[config.mk]
export PLATFORM = sky130hd
export DESIGN_NAME = cur_adc_post
export DESIGN_NICKNAME = d
export VERILOG_FILES = /design/src/rtl/cur_adc_post_pkg.sv /design/src/rtl/cur_adc_post.sv
export VERILOG_INCLUDE_DIRS = /design/src /design/src/rtl
export SDC_FILE = /design/constraint.sdc
export NUM_CORES = 1
export LEC_CHECK = 0
export ABC_AREA = 1
export BUFFER_PORTS_ARGS = -buffer_cell sky130_fd_sc_hd__buf_4
export CAP_MARGIN = 20
export CORE_UTILIZATION = 40
export DETAILED_ROUTE_END_ITERATION = 6
export SLEW_MARGIN = 10
export SYNTH_ARGS = -nofsm -noshare
export SYNTH_HDL_FRONTEND = slang
export SYNTH_SLANG_ARGS = --single-unit
[constraint.sdc]
create_clock -name CLK_SYS_I -period 5.2 [get_ports CLK_SYS_I]
set_input_delay 0.52 -clock CLK_SYS_I [delete_from_list [all_inputs] [get_ports CLK_SYS_I]]
set_output_delay 0.52 -clock CLK_SYS_I [all_outputs]
set_load 0.02 [all_outputs]
[src/rtl/cur_adc_post_map.svh]
// register offsets, reset values and field positions for the current-channel post-processor
`ifndef CUR_ADC_POST_MAP_SVH
`define CUR_ADC_POST_MAP_SVH
`define OFS_RESULT_COUNT_LIMIT    32'hffff0548
`define OFS_RESULT_COUNT_VALUE    32'hffff054c
`define OFS_CURRENT_THRESHOLD     32'hffff0550
`define OFS_THRESHOLD_COUNT_LIMIT 32'hffff0554
`define OFS_THRESHOLD_COUNT_VALUE 32'hffff0558
`define OFS_ADC_CONFIGURATION     32'hffff0560
`define OFS_CURRENT_CHANNEL_CTRL  32'hffff0564
`define OFS_ADC_MODE_REGISTER     32'hffff0568
`define OFS_ADC_STATUS_FLAGS      32'hffff056c
`define OFS_IRQ_ENABLE            32'hffff0570
`define OFS_IRQ_CLEAR             32'hffff0574
`define RST_RESULT_COUNT_LIMIT    16'h0001
`define RST_THRESHOLD_COUNT_LIMIT 8'h01
`define RST_ZERO16                16'h0000
`define RST_ZERO8                 8'h00
`define RST_ZERO4                 4'h0
`define CFG_RESULT_CNT_EN         0
`define CFG_COMP_EN               1
`define CFG_COMP_CLEAR_BELOW      2
`define CTRL_TWOS_COMPLEMENT      0
`define STA_CONV_READY            0
`define STA_THRESHOLD             1
`endif

[src/rtl/cur_adc_post_pkg.sv]
// types for the current-channel post-processor
package cur_adc_post_pkg;
    typedef struct packed {
        logic [31:0] addr;
        logic [31:0] wdata;
        logic        wr;
        logic        rd;
    } reg_req_t;

    typedef struct packed {
        logic        valid;
        logic [15:0] data;
    } conv_result_t;

    typedef struct packed {
        logic clear_below;
        logic comp_en;
        logic result_cnt_en;
    } adc_config_t;
endpackage

[src/rtl/cur_adc_post.sv]
// current-channel result counter and digital comparator with register port
//
// Functional notes
// RL1 - read-only 16-bit conversion count increments while result counter is enabled
// RL2 - count equal to limit clears to zero and counting continues
// RL3 - with counter on, conversion interrupt only when the count hits its limit
// RL4 - counting happens only while configuration bit zero is set
// RL5 - writing channel control or mode register clears the conversion count
// RL6 - result magnitude compared against a software 16-bit threshold
// RL7 - unipolar compares sixteen threshold bits, two's complement only low fifteen
// RL8 - magnitude at or above threshold increments the 8-bit read-only counter
// RL9 - magnitude below threshold decrements or clears that counter, as configured
// RL10 - counter equal to count limit sets threshold flag and raises interrupt
// RL11 - configuration bits enable comparator and pick decrement or clear
// RL12 - 8-bit read/write threshold count limit resets to one
// RL13 - counter never goes below zero; both counters update once per result
`timescale 1ns/1ps
`default_nettype none
`include "cur_adc_post_map.svh"

module cur_adc_post
    import cur_adc_post_pkg::*;
#(
    parameter int CNT_W = 16,
    parameter int THV_W = 8
)
(
    // clock and reset
    input  wire logic        CLK_SYS_I,
    input  wire logic        RST_N_I,
    // register port
    input  wire logic [31:0] ADDR_I,
    input  wire logic [31:0] WDATA_I,
    input  wire logic        WR_I,
    input  wire logic        RD_I,
    output logic      [31:0] RDATA_O,
    // conversion stream
    input  wire logic        CONV_VALID_I,
    input  wire logic [15:0] CONV_DATA_I,
    // interrupt
    output logic             IRQ_O
);

    reg_req_t     req;
    conv_result_t conv;
    adc_config_t  cfg_r;

    logic [CNT_W-1:0] rc_limit_r;
    logic [CNT_W-1:0] rc_value_r;
    logic [CNT_W-1:0] rc_value_nxt;
    logic [15:0]      threshold_r;
    logic [THV_W-1:0] tc_limit_r;
    logic [THV_W-1:0] tc_value_r;
    logic [THV_W-1:0] tc_value_nxt;
    logic [15:0]      chan_ctrl_r;
    logic [15:0]      mode_r;
    logic [1:0]       status_r;
    logic [1:0]       irq_en_r;
    logic [1:0]       status_set;
    logic [1:0]       status_clr;
    logic             twos;
    logic             above;
    logic             reconfig;
    logic [31:0]      rdata_nxt;

    assign req  = '{addr: ADDR_I, wdata: WDATA_I, wr: WR_I, rd: RD_I};
    assign conv = '{valid: CONV_VALID_I, data: CONV_DATA_I};
    assign twos = chan_ctrl_r[`CTRL_TWOS_COMPLEMENT];

    function automatic logic wr_hit(input reg_req_t r, input logic [31:0] ofs);
        wr_hit = r.wr && (r.addr == ofs);
    endfunction

    // magnitude of a result and the compare against the threshold
    function automatic logic at_or_above(input logic [15:0] d, input logic [15:0] th,
                                         input logic tc);
        logic [15:0] mag;
        mag = 16'h0000;
        if (tc)
        begin
            mag = d[15] ? (~d + 16'h0001) : d;
            at_or_above = ({1'b0, mag[14:0]} >= {1'b0, th[14:0]}) || (mag == 16'h8000);
        end
        else
        begin
            at_or_above = d >= th;
        end
    endfunction

    assign above    = at_or_above(conv.data, threshold_r, twos); // RL6 RL7
    assign reconfig = wr_hit(req, `OFS_CURRENT_CHANNEL_CTRL)
                   || wr_hit(req, `OFS_ADC_MODE_REGISTER);

    // result counter next value
    always_comb
    begin
        rc_value_nxt = rc_value_r;
        if (reconfig)
            rc_value_nxt = '0; // RL5
        else if (conv.valid && cfg_r.result_cnt_en) // RL4 RL13
        begin
            if (rc_value_r + 1'b1 == rc_limit_r)
                rc_value_nxt = '0; // RL2
            else
                rc_value_nxt = rc_value_r + 1'b1; // RL1
        end
    end

    // above-threshold counter next value
    always_comb
    begin
        tc_value_nxt = tc_value_r;
        if (conv.valid && cfg_r.comp_en) // RL11 RL13
        begin
            if (above)
            begin
                if (tc_value_r != {THV_W{1'b1}})
                    tc_value_nxt = tc_value_r + 1'b1; // RL8
            end
            else if (cfg_r.clear_below)
                tc_value_nxt = '0; // RL9
            else if (tc_value_r != '0)
                tc_value_nxt = tc_value_r - 1'b1; // RL9 RL13
        end
    end

    always_ff @(posedge CLK_SYS_I or negedge RST_N_I)
    begin
        if (!RST_N_I)
            rc_value_r <= `RST_ZERO16;
        else
            rc_value_r <= rc_value_nxt;
    end

    always_ff @(posedge CLK_SYS_I or negedge RST_N_I)
    begin
        if (!RST_N_I)
            tc_value_r <= `RST_ZERO8;
        else
            tc_value_r <= tc_value_nxt;
    end

    // software-written registers
    always_ff @(posedge CLK_SYS_I or negedge RST_N_I)
    begin
        if (!RST_N_I)
        begin
            rc_limit_r  <= `RST_RESULT_COUNT_LIMIT;
            threshold_r <= `RST_ZERO16;
            tc_limit_r  <= `RST_THRESHOLD_COUNT_LIMIT; // RL12
            cfg_r       <= '0;
            chan_ctrl_r <= `RST_ZERO16;
            mode_r      <= `RST_ZERO16;
            irq_en_r    <= '0;
        end
        else
        begin
            if (wr_hit(req, `OFS_RESULT_COUNT_LIMIT))
                rc_limit_r <= req.wdata[CNT_W-1:0];
            if (wr_hit(req, `OFS_CURRENT_THRESHOLD))
                threshold_r <= req.wdata[15:0]; // RL6
            if (wr_hit(req, `OFS_THRESHOLD_COUNT_LIMIT))
                tc_limit_r <= req.wdata[THV_W-1:0]; // RL12
            if (wr_hit(req, `OFS_ADC_CONFIGURATION))
                cfg_r <= '{clear_below: req.wdata[`CFG_COMP_CLEAR_BELOW],
                           comp_en: req.wdata[`CFG_COMP_EN],
                           result_cnt_en: req.wdata[`CFG_RESULT_CNT_EN]}; // RL11
            if (wr_hit(req, `OFS_CURRENT_CHANNEL_CTRL))
                chan_ctrl_r <= req.wdata[15:0];
            if (wr_hit(req, `OFS_ADC_MODE_REGISTER))
                mode_r <= req.wdata[15:0];
            if (wr_hit(req, `OFS_IRQ_ENABLE))
                irq_en_r <= req.wdata[1:0];
        end
    end

    // sticky status: conversion event gated by the result counter, threshold flag
    always_comb
    begin
        status_set = 2'b00;
        if (conv.valid)
            status_set[`STA_CONV_READY] = !cfg_r.result_cnt_en
                                       || (rc_value_nxt == '0 && !reconfig); // RL3
        status_set[`STA_THRESHOLD] = conv.valid && cfg_r.comp_en
                                  && (tc_value_nxt == tc_limit_r); // RL10
        status_clr = wr_hit(req, `OFS_IRQ_CLEAR) ? req.wdata[1:0] : 2'b00;
    end

    always_ff @(posedge CLK_SYS_I or negedge RST_N_I)
    begin
        if (!RST_N_I)
            status_r <= '0;
        else
            status_r <= (status_r & ~status_clr) | status_set;
    end

    always_ff @(posedge CLK_SYS_I or negedge RST_N_I)
    begin
        if (!RST_N_I)
            IRQ_O <= 1'b0;
        else
            IRQ_O <= |((((status_r & ~status_clr) | status_set)) & irq_en_r); // RL3 RL10
    end

    // read decode
    always_comb
    begin
        rdata_nxt = 32'h0000_0000;
        unique case (req.addr)
            `OFS_RESULT_COUNT_LIMIT:    rdata_nxt[CNT_W-1:0] = rc_limit_r;
            `OFS_RESULT_COUNT_VALUE:    rdata_nxt[CNT_W-1:0] = rc_value_r; // RL1
            `OFS_CURRENT_THRESHOLD:     rdata_nxt[15:0]      = threshold_r;
            `OFS_THRESHOLD_COUNT_LIMIT: rdata_nxt[THV_W-1:0] = tc_limit_r;
            `OFS_THRESHOLD_COUNT_VALUE: rdata_nxt[THV_W-1:0] = tc_value_r; // RL8
            `OFS_ADC_CONFIGURATION:     rdata_nxt[2:0]       = cfg_r;
            `OFS_CURRENT_CHANNEL_CTRL:  rdata_nxt[15:0]      = chan_ctrl_r;
            `OFS_ADC_MODE_REGISTER:     rdata_nxt[15:0]      = mode_r;
            `OFS_ADC_STATUS_FLAGS:      rdata_nxt[1:0]       = status_r;
            `OFS_IRQ_ENABLE:            rdata_nxt[1:0]       = irq_en_r;
            default:                    rdata_nxt            = 32'h0000_0000;
        endcase
    end

    always_ff @(posedge CLK_SYS_I or negedge RST_N_I)
    begin
        if (!RST_N_I)
            RDATA_O <= 32'h0000_0000;
        else if (req.rd)
            RDATA_O <= rdata_nxt;
        else
            RDATA_O <= 32'h0000_0000;
    end
endmodule
`default_nettype wire

## Yosys cells after proc, flatten, opt, wreduce, memory -nomap -nowiden

Cells that the tools add are included.

| cells by class | value |
|---|---|
| equality and inequality tests | 15 |
| $lt $le $gt $ge | 2 |
| reductions and logical operators | 20 |
| add/subtract/negate cells | 4 |
| bitwise operators | 5 |
| muxes and demuxes | 17 |

Operators with widths:

| kind | number |
|---|---|
| 32-bit == test (second input constant) | 11 |
| 16-bit two-way mux | 5 |
| 8-bit two-way mux | 5 |
| 8-bit one-hot mux with 5 select lines | 1 |
| 5-bit one-hot mux with 7 select lines | 1 |
| 16-bit by 1-bit adder with 16-bit output (second input constant) | 2 |
| 2-bit one-hot mux with 10 select lines | 1 |
| 16-bit == test | 1 |
| 16-bit == test (second input constant) | 1 |
| 16-bit greater-or-equal comparator | 1 |
| 16-bit logical NOT | 1 |
| 16-bit inverter | 1 |
| 15-bit greater-or-equal comparator | 1 |
| 1-bit logical AND | 12 |
| 8-bit by 1-bit adder with 8-bit output (second input constant) | 1 |
| 8-bit == test | 1 |
| 8-bit != test (second input constant) | 1 |
| 1-bit one-hot mux with 8 select lines | 1 |
| 8-bit nonzero test | 1 |
| 8-bit by 1-bit subtractor with 8-bit output (second input constant) | 1 |
| 2-bit AND | 2 |
| 1-bit logical OR | 3 |
| 1-bit logical NOT | 2 |
| 1-bit two-way mux | 2 |
| other kinds (4) | 4 |

| storage, ports and cells | value |
|---|---|
| bits in registers | 136 |

## Logic depth before layout (Yosys ltp)

Gate-level depths: netlist of run 1.

| depth | value |
|---|---|
| depth in word-level cells | 13 |
| depth in mapped cells | 28 |

## Least setup slack after synthesis of run 1

Ideal clock, no wire load.

| timing | value |
|---|---|
| path kind | input -> register |
| start | input CONV_DATA_I[0] |
| end | register IRQ_O |
| required time | 5.084 ns |
| arrival | 3.303 ns |
| path slack | 1.780 ns |
| library setup time | 0.116 ns |
| cell stages on the path | 25 |
| cells stage by stage | inv_1 > ha_1 > nand4_1 > o21ai_0 > o21ai_0 > xor2_1 > ha_1 > nand2_1 > nor2_1 > nand4_1 > o211a_1 > nand4_1 > nand2_1 > nand2_1 > nand3_1 > nand2_1 > nand2_1 > nand2_1 > clkinv_1 > nand2_1 > nor2_1 > nand2_1 > nand2_1 > nand2_1 > nand2_1 |

| between the ends | value |
|---|---|
| word-level cells in the longest chain between the ends | 13 |
| elaborated cells on any way between the ends | 15 |

Ends and longest elaborated chain:

| item | RTL line | RTL |
|---|---|---|
| start, declared | cur_adc_post.sv:39 | `input wire logic [15:0] CONV_DATA_I,` |
| 16-bit inverter | cur_adc_post.sv:81 | `mag = d[15] ? (~d + 16'h0001) : d;` |
| 16-bit by 1-bit adder with 16-bit output | cur_adc_post.sv:81 |  |
| 16-bit two-way mux | cur_adc_post.sv:81 |  |
| 15-bit greater-or-equal comparator or 16-bit == test (tied branches) | cur_adc_post.sv:82 | `at_or_above = ({1'b0, mag[14:0]} >= {1'b0, th[14:0]}) \|\| (mag == 16'h8000);` |
| 1-bit logical OR | cur_adc_post.sv:82 |  |
| 1-bit two-way mux * | cur_adc_post.sv:79 | `if (tc)` |
| 8-bit two-way mux * | cur_adc_post.sv:115 | `if (above)` |
| 8-bit two-way mux * | cur_adc_post.sv:113 | `if (conv.valid && cfg_r.comp_en)` |
| 8-bit == test * | cur_adc_post.sv:185 | `&& (tc_value_nxt == tc_limit_r);` |
| 1-bit logical AND * | cur_adc_post.sv:185 |  |
| 2-bit OR * | cur_adc_post.sv:202 | `IRQ_O <= \|((((status_r & ~status_clr) \| status_set)) & irq_en_r);` |
| 2-bit AND * | cur_adc_post.sv:202 |  |
| 2-bit OR reduction * | cur_adc_post.sv:202 |  |
| end signal, assigned | cur_adc_post.sv:202 |  |
| end, declared | cur_adc_post.sv:41 | `output logic IRQ_O` |

Every way passes the cells marked *; elsewhere a longest branch is shown, timed or not.
A chain may end at the register's enable or synchronous reset.

## Worst setup path in the final report of run 1

Ends and elaborated chain as after synthesis.

==> flow_metrics.py, run 1 <==
metrics = {
    "yosys": {
        "synth_compound_area_frac": 0.142,
        "yosys.area.top_type": "dfrtp_1",
        "ys_seq_area_frac": 0.375,
        "synth_warnings": 0,
        "synthAdderAreaFrac": 0.0547,
        "ys_types": 40,
        "synth_simple_gate_area_frac": 0.283,
        "synth_xor_xnor_area_share": 0.0252,
        "syn_area_per_cell_um2": 6.92,
        "yosysTopAreaCellShare": 0.369,
        "netlist_area_um2": 8010,
        "synth_seq_cells": 120,
        "synth_top_family_by_area": "simple AND/OR/NAND/NOR gates",
        "syn_inst": 1156,
        "synth.area.top_cells": "dfrtp_1, nand2_1, inv_1, o21ai_0, ha_1",
        "synth.area.mux_share": 0,
    },
    "grt": {
        "gr-total-overflow": 0,
        "top_usage_layer": "met2",
        "grt_pass1_wl_um": 38400,
        "met1_usage": 0.321,
        "grt_max_degree": 72,
        "use_met3": 0.0387,
        "antenna_found_initial": 0,
        "grt_pass1_vias": 7426,
        "grt.met2_usage": 0.401,
        "grt_use_total": 0.243,
    },
    "timing": {
        "finalHoldViolCount": 0,
        "fin_ws_ns": 1.43,
        "setup_viol": 0,
        "slew_headroom": 0.340,
        "fmax_ghz": 0.265,
        "period_needed_ns": 3.77,
        "hold_ws_ns": 0.235,
        "worst-slew-pin-transition_ns": 0.988,
        "finClkSkew_ns": 0.00828,
        "finalMaxSlewViolations": 0,
        "fin_crit_sh": 0.724,
        "tns_ns": 0,
        "rsz0062_at_grt": "no",
    },
    "clocking": {
        "clk_latency_ns": 0.42,
        "cts-root-buf": "clkbuf_16",
        "cts_hold_buf": 0,
        "cts.htree.levels": 4,
        "path_clk_slew_ns": 0.05,
        "cts_buffer_depth": 2,
        "cts_sinks": 120,
        "cts_tree": "done",
        "cts_resized": 0,
        "cts_made_buffers": 17,
        "cts_setup_buffers": 0,
    },
    "floorplanning": {
        "ios": 118,
        "die_area_um2": 20600,
        "design.core.area_um2": 19500,
        "start_util": 0.410,
        "die_height_um": 143,
        "fp.dieW_um": 143,
        "placementRows": 51,
    },
    "drt": {
        "dr.first_iter.drc_count": 502,
        "wl_um": 23700,
        "dr.pass1.iters": 6,
        "vias": 7812,
        "wl_per_cell_um": 15.7,
        "via_per_inst": 5.16,
        "ant_nets": 0,
        "drc": 0,
    },
    "final_layout": {
        "area_growth_pct": 17.7,
        "drive_gt1_frac": 0.108,
        "nets": 1357,
        "final_util": 0.483,
        "final_cell_mix": "nand2_1, inv_1, dfrtp_1",
        "diodes": 0,
        "final_common_cell": "nand2_1",
        "fin_area_um2": 9420,
    },
    "pwr": {
        "swShare": 0.229,
        "peakVddDrop_mv": 0.241,
        "leakage_nw": 4.87,
        "p_seq_frac": 0.406,
        "power_density_nw_per_um2": 244,
        "power.net_switching_mw": 0.528,
        "power_frac_clock": 0.518,
        "combPwrFrac": 0.075,
        "internal_power_mw": 1.77,
    },
    "setup_path": {
        "worstSetupPathType": "input port to register",
        "worstPathRequired_ns": 5.56,
        "cp_max_fo": 9,
        "crit_end": "IRQ_O",
        "end_kind": "register",
        "crit_arrival_ns": 4.12,
        "rrSetupSlack_ns": 1.89,
        "r2r_end": "IRQ_O",
        "crit_path_start_kind": "input port",
        "r2r_start": "rc_value_r[0]",
        "reg2reg_depth": 25,
        "crit_path_start": "CONV_DATA_I[0]",
    },
    "status": {
        "status": "completed",
    },
    "place": {
        "post-place-ws_ns": 1.03,
        "io_buffers": 85,
        "dp_hpwl_um": 17900,
        "place_area_um2": 8830,
        "gp_congestion": 0.907,
    },
    "run": {
        "drv_cap": 0,
    },
    "worst_hold_path": {
        "hold_class": "input port to asynchronous set/reset pin",
    },
}
critical path: stages:
cell and delay [ns]:
buf_4 0.11, inv_1 0.10, ha_1 0.20, nand4_1 0.16, o21ai_0 0.38, o21ai_0 0.19
xor2_1 0.18, ha_1 0.32, nand2_1 0.08, nor2_1 0.14, nand4_1 0.10, o211a_1 0.23
nand4_1 0.08, buf_4 0.18, nand2_1 0.20, nand2_1 0.11, nand3_1 0.08, o21ai_0 0.13
nand2_1 0.08, nand2_1 0.09, nand2_1 0.06, nor2_1 0.10, nand2_1 0.08, nand2_1 0.08
nand2_1 0.05, nand2_1 0.06
synthesized netlist by cell type:
cell type  count
inv_1        188
buf_4         17
buf_6          1
a221oi_1      12
o21ai_0      117
nor2_1        87
nand2_1      320
ha_1          35
o21bai_1       2
o41ai_1        5
a21oi_1       35
clkinv_1       2
xor2_1        21
o211a_1        1
dfstp_2        2
a31o_2         1
o31a_1         1
nor2_2         6
nor3_1         7
nor4_1         2
nand3b_1       4
a211oi_1       2
clkbuf_1      22
o2111ai_1      1
a2111oi_0      1
nand2_2        6
o22ai_1       15
conb_1         1
nand4_1       28
buf_1          2
and2_1         1
a31oi_1        1
o21a_1         1
xnor2_1        2
a32o_1         2
buf_2          1
dfrtp_1      118
o211ai_1       3
inv_2          2
nand3_1       81
state kept, by name, summed over array words and instances, names as in the netlist, 2 cells and up:
signal,count
RDATA_O,16
mode_r,16
rc_limit_r,16
irq_en_r,2
tc_limit_r,8
tc_value_r,8
status_r,2
chan_ctrl_r,16
threshold_r,16
cfg_r,3
rc_value_r,16
layout make-up:
type,count,area [µm²]
clock inverters,9,124
well taps,265,332
inverters,192,721
clock buffers,22,464
fillers,2067,10100
multi-input cells,816,4100
flip-flops and latches,120,3010
repair buffers,90,676
how the worst min path moves through the flow:
| stage | cells after the start | end | slack, ns | startpoint |
|---|---|---|---|---|
| global route | 1 | tc_value_r[1] | 0.31 | RST_N_I |
| finish | 1 | tc_value_r[1] | 0.23 | RST_N_I |
| floorplan | 0 | IRQ_O | 0.22 | RST_N_I |
| detailed placement | 2 | mode_r[1] | 0.47 | mode_r[1] |
| CTS | 1 | threshold_r[0] | 0.27 | RST_N_I |
| global placement | 2 | mode_r[8] | 0.47 | mode_r[8] |
per-layer routing:
layer / up-vias / share of wire
li1: 3878 / -
met2: 245 / 0.47
met1: 3649 / 0.46
met5: - / 0
met3: 40 / 0.046
met4: 0 / 0.024
power by group through the flow:
stage / Clock, mW / Sequential [mW] / Combinational [mW]
after floorplan: 0 / 0.951 / 0.0914
after global placement: 0 / 0.951 / 0.173
after detailed placement: 0 / 0.951 / 0.174
after CTS: 1.21 / 0.935 / 0.175
after global routing: 1.25 / 0.934 / 0.197
final: 1.19 / 0.935 / 0.173
through the flow:
stage                     instances  total power [mW]
after global routing           1514              2.38
after floorplan                1171              1.04
after detailed placement       1483              1.13
final                          1514              2.30
after CTS                      1514              2.32
after global placement         1483              1.12
logic make-up after synthesis:
kind of cell               count (synthesis)
and+or+nand+nor                          542
buffers and inverters                    235
AOI/OAI and AO/OA                        200
DFF                                      120
adders and majority gates                 35
xor gates and xnor gates                  23
other                                      1
No activity file was read; power rests on OpenSTA's default activity.
==> run 2: changes to the inputs <==
==> constraint.sdc (replaced) <==
create_clock -name CLK_SYS_I -period 3.6 [get_ports CLK_SYS_I]
set_input_delay 0.36 -clock CLK_SYS_I [delete_from_list [all_inputs] [get_ports CLK_SYS_I]]
set_output_delay 0.36 -clock CLK_SYS_I [all_outputs]
set_load 0.02 [all_outputs]
==> flow_metrics.py, run 2 (synthesis gave the netlist of run 1 again) <==
metrics = {
    "clocking": {
        "cts_tree": "done",
        "cts_sinks": 120,
        "cts.htree.levels": 4,
        "clk_latency_ns": 0.43,
        "cts_made_buffers": 17,
        "cts-root-buf": "clkbuf_16",
        "cts_hold_buf": 0,
        "cts_resized": 0,
        "cts_setup_buffers": 0,
        "path_clk_slew_ns": 0.06,
        "cts_buffer_depth": 2,
    },
    "grt": {
        "grt_pass1_wl_um": 39000,
        "grt_max_degree": 64,
        "grt_pass1_vias": 7414,
        "antenna_found_initial": 0,
        "grt_use_total": 0.250,
        "gr-total-overflow": 0,
    },
    "floorplanning": {
        "die_area_um2": 20600,
        "placementRows": 51,
        "design.core.area_um2": 19500,
        "fp.dieW_um": 143,
        "ios": 118,
        "start_util": 0.410,
        "die_height_um": 143,
    },
    "status": {
        "status": "completed",
    },
    "setup_path": {
        "worstSetupPathType": "register to register",
        "cp_max_fo": 16,
        "crit_arrival_ns": 3.62,
        "crit_path_start_kind": "register",
        "end_kind": "register",
        "worstPathRequired_ns": 3.96,
    },
    "timing": {
        "fmax_ghz": 0.307,
        "setup_viol": 0,
        "finalHoldViolCount": 0,
        "slew_headroom": 0.473,
        "hold_ws_ns": 0.0179,
        "finClkSkew_ns": 0.00680,
        "tns_ns": 0,
        "period_needed_ns": 3.26,
        "worst-slew-pin-transition_ns": 0.790,
        "fin_crit_sh": 0.905,
        "rsz0062_at_grt": "no",
        "finalMaxSlewViolations": 0,
    },
    "place": {
        "io_buffers": 85,
        "dp_hpwl_um": 18100,
        "dpl.cell_count": 1499,
        "gp_congestion": 0.906,
    },
    "final_layout": {
        "seqCellArea_um2": 3010,
        "drive_gt1_frac": 0.123,
        "final_common_cell": "nand2_1",
        "final_cell_mix": "nand2_1, inv_1, dfrtp_1",
        "diodes": 0,
        "stdcell_count": 1531,
        "nets": 1373,
        "nFillCells": 2049,
        "area_growth_pct": 19.7,
        "multi_input_area_um2": 4110,
    },
    "drt": {
        "dr.first_iter.drc_count": 580,
        "wl_um": 23900,
        "drc": 0,
        "wl_per_cell_um": 15.6,
        "ant_nets": 0,
        "via_per_inst": 5.02,
        "dr.pass1.iters": 6,
        "vias": 7688,
    },
    "pwr": {
        "peakVddDrop_mv": 0.340,
        "internal_power_mw": 2.57,
        "power_frac_clock": 0.523,
        "swShare": 0.237,
        "power_density_nw_per_um2": 352,
        "power.net_switching_mw": 0.797,
        "combPwrFrac": 0.077,
        "leakage_nw": 4.94,
        "p_seq_frac": 0.401,
    },
    "worst_hold_path": {
        "hold_class": "input port to asynchronous set/reset pin",
    },
    "run": {
        "drv_cap": 0,
    },
}
run 2: cell count changes in the layout (fill, tap and decap cells not counted):
cell        before  now
buf_4           90  105
clkinvlp_4       0    4
clkbuf_1         3    1
buf_12           0    1
clkinv_2         5    4
clkinv_4         1    0
inv_6            0    1
nand2_1        320  319
nand2_2          6    7
o21ai_0        117  116
o21ai_2          0    1
run 2: layer usage:
| metal | routed length [µm] | global-route usage | share of wire | vias up |
|---|---|---|---|---|
| met4 | 459 | 0.0784 | 0.019 | 0 |
| met1 | 11200 | 0.329 | 0.47 | 3567 |
| li1 | - | - | - | 3905 |
| met2 | 11200 | 0.416 | 0.47 | 189 |
| met5 | 0 | 0 | 0 | - |
| met3 | 1010 | 0.0413 | 0.042 | 27 |
run 2: layout make-up:
type                       count  area share
clock inverter                12      0.0155
tap                          265      0.0346
multi-input combinational    816       0.429
clock buffer                  20      0.0477
inverter                     192      0.0752
timing repair buffer         106      0.0844
sequential                   120       0.314
run 2: path summary, 6_finish.rpt:
kind                               start            end  slack [ns]  depth (start not counted)
min in group CLK_SYS_I      CONV_VALID_I    status_r[0]        0.18                          3
setup reg to reg           rc_value_r[0]          IRQ_O        0.34                         25
setup / recovery           rc_value_r[0]          IRQ_O        0.34                         25
hold / removal                   RST_N_I  tc_value_r[2]        0.02                          1
hold reg to reg                mode_r[8]      mode_r[8]        0.48                          2
max in group asynchronous        RST_N_I  rc_limit_r[0]        2.73                          2
run 2: critical path, cell delays in order, from the launching register on:
cell and delay [ns]:
dfrtp_1 0.49, ha_1 0.30, nand2_2 0.14, nor2_2 0.23
nand2_2 0.12, nand2_1 0.10, nand2_1 0.08, nand2_1 0.06
nand3_1 0.06, nor2_1 0.13, nand2_1 0.09, nor2_1 0.12
nand2_2 0.23, nand2_1 0.13, nand2_1 0.05, nand2_1 0.10
nand2_1 0.06, inv_1 0.04, nand2_1 0.05, nor2_1 0.16
nand2_1 0.13, nand2_1 0.08, nand2_1 0.06, nand2_2 0.06
nand2_1 0.05, nand2_1 0.05
run 2: power by group through the flow:
stage	registers, mW	logic [mW]	clock network, mW
after floorplan	1.37	0.132	0
after global placement	1.37	0.258	0
after detailed placement	1.37	0.260	0
after CTS	1.35	0.262	1.78
after global routing	1.35	0.295	1.84
final	1.35	0.259	1.76
run 2: per-stage QoR:
| step | power [mW] | worst slack (ns) | instance area, µm² | utilization |
|---|---|---|---|---|
| 2_1_floorplan | 1.51 | 0.340 | 8060 | - |
| 3_3_place_gp | 1.63 | 0.0364 | 8970 | 0.459 |
| 3_5_place_dp | 1.63 | -0.0566 | 8970 | 0.459 |
| 4_1_cts | 3.39 | 0.341 | 9570 | 0.490 |
| 5_1_grt | 3.48 | 0.0267 | 9580 | 0.491 |
| 6_report | 3.37 | 0.344 | 9580 | 0.491 |
==> run 3: changes to the inputs <==
==> constraint.sdc (replaced) <==
create_clock -name CLK_SYS_I -period 3.6 [get_ports CLK_SYS_I]
set_input_delay 0.72 -clock CLK_SYS_I [delete_from_list [all_inputs] [get_ports CLK_SYS_I]]
set_output_delay 0.72 -clock CLK_SYS_I [all_outputs]
set_load 0.02 [all_outputs]
==> flow_metrics.py, run 3 (synthesis gave the netlist of run 1 again) <==
metrics = {
    "place": {
        "gp_congestion": 0.906,
        "io_buffers": 85,
        "dp_hpwl_um": 18500,
        "dpl.cell_count": 1528,
        "place_area_um2": 9190,
    },
    "pwr": {
        "power_density_nw_per_um2": 349,
        "power_mw": 3.48,
        "leakage_nw": 5.15,
        "peakVddDrop_mv": 0.315,
    },
    "setup_path": {
        "worstSetupPathType": "input port to register",
        "crit_path_start_kind": "input port",
        "end_kind": "register",
        "worstPathRequired_ns": 3.91,
        "cp_max_fo": 8,
        "crit_arrival_ns": 3.69,
    },
    "timing": {
        "finClkSkew_ns": 0.0116,
        "slew_headroom": 0.423,
        "fin_crit_sh": 0.940,
        "worst-slew-pin-transition_ns": 0.865,
        "finalMaxSlewViolations": 0,
        "fmax_ghz": 0.296,
        "hold_ws_ns": 0.392,
        "period_needed_ns": 3.38,
        "finalHoldViolCount": 0,
        "setup_viol": 0,
        "tns_ns": 0,
    },
    "drt": {
        "via_per_inst": 5.08,
        "wl_per_cell_um": 15.6,
        "dr.first_iter.drc_count": 577,
        "ant_nets": 0,
        "dr.pass1.iters": 7,
        "drc": 2,
        "vias": 7946,
        "wl_um": 24500,
    },
    "grt": {
        "grt_use_total": 0.251,
        "antenna_found_initial": 0,
        "grt.met2_usage": 0.420,
        "met1_usage": 0.333,
        "gr-total-overflow": 0,
        "top_usage_layer": "met2",
        "grt_max_degree": 63,
        "use_met3": 0.0403,
        "grt_pass1_wl_um": 39400,
        "grt_pass1_vias": 7540,
    },
    "final_layout": {
        "fin_area_um2": 9990,
        "nets": 1407,
        "final_cell_mix": "nand2_1, inv_1, buf_4",
        "stdcell_count": 1565,
        "diodes": 0,
        "area_growth_pct": 24.8,
        "final_common_cell": "nand2_1",
        "drive_gt1_frac": 0.162,
        "nFillCells": 2018,
    },
    "clocking": {
        "cts_tree": "done",
        "cts_made_buffers": 17,
        "cts-root-buf": "clkbuf_16",
        "cts_hold_buf": 0,
        "clk_latency_ns": 0.43,
        "path_clk_slew_ns": 0.05,
        "cts_sinks": 120,
        "cts.htree.levels": 4,
        "cts_buffer_depth": 2,
    },
    "floorplanning": {
        "die_height_um": 143,
        "start_util": 0.410,
        "die_area_um2": 20600,
        "placementRows": 51,
        "fp.dieW_um": 143,
        "ios": 118,
        "design.core.area_um2": 19500,
    },
    "status": {
        "violations": "DRC",
        "status": "complete, but fails checks",
    },
    "worst_hold_path": {
        "hold_class": "input port to asynchronous set/reset pin",
    },
    "run": {
        "drv_cap": 0,
    },
}
## run 3: cell types whose count changed in the layout (fill, tap and decap cells not counted), moves of 3 or more
| cell | before | now |
|---|---|---|
| o21ai_0 | 116 | 111 |
| nor2_1 | 87 | 84 |
| nand2_2 | 7 | 10 |
| buf_4 | 105 | 136 |
| nand2_1 | 319 | 314 |
| o21ai_2 | 1 | 4 |
## run 3: path summary, 6_finish.rpt
| path | from | end | slack, ns | cells past startpoint |
|---|---|---|---|---|
| setup / recovery | CONV_DATA_I[1] | IRQ_O | 0.22 | 25 |
| max in group asynchronous | RST_N_I | mode_r[14] | 2.41 | 2 |
| hold / removal | RST_N_I | tc_value_r[1] | 0.39 | 1 |
| hold reg to reg | chan_ctrl_r[10] | chan_ctrl_r[10] | 0.48 | 2 |
| min in group CLK_SYS_I | chan_ctrl_r[10] | chan_ctrl_r[10] | 0.48 | 2 |
| setup reg to reg | rc_value_r[1] | IRQ_O | 0.44 | 25 |
## run 3: report_power, final
part           switching, mW  internal [mW]
clock                  0.626           1.21
combinational          0.169          0.128
sequential      0.0000000317           1.35
total                  0.795           2.69
## run 3: stage by stage
step	setup WS [ns]	util
6_report	0.217	0.511
5_1_grt	-0.0281	0.511
4_1_cts	0.00753	0.504
3_5_place_dp	-0.515	0.470
3_3_place_gp	-0.375	0.470
2_1_floorplan	0.0771	-
## run 3: routing by layer
layer | part of all wire | vias up
li1 | - | 3969
met1 | 0.46 | 3685
met2 | 0.47 | 258
met3 | 0.055 | 34
met4 | 0.017 | 0
met5 | 0 | -
## run 3: worst max-delay path, stage by stage
cell,delay (ns)
buf_8,0.10
inv_6,0.05
ha_4,0.12
nand4_1,0.13
o21ai_2,0.22
o21ai_1,0.10
xor2_1,0.18
ha_1,0.34
nand2_2,0.09
nor2_4,0.12
nand4_1,0.09
o211a_1,0.21
nand4_1,0.22
buf_6,0.19
nand3_1,0.07
nand3_1,0.14
o21ai_2,0.09
nand2_1,0.09
nand2_2,0.06
nand2_1,0.08
nor2_1,0.04
nand2_1,0.07
nand2_1,0.07
nand2_1,0.06
nand2_1,0.04
## run 3: repair_timing
item	4_1_cts	5_1_grt
pin swaps	0	22
gates resized for setup	2	38
endpoints found under the setup margin	1	2
buffers inserted	0	5
gates cloned	0	0
## run 3: layout make-up
type | instances | area [µm²] | share of cell area
tap | 265 | 332 | 0.0332
sequential | 120 | 3010 | 0.301
multi-input combinational | 816 | 4200 | 0.421
clock inverter | 11 | 170 | 0.0170
clock buffer | 21 | 470 | 0.0471
timing repair buffer | 140 | 1080 | 0.108
inverter | 192 | 728 | 0.0729
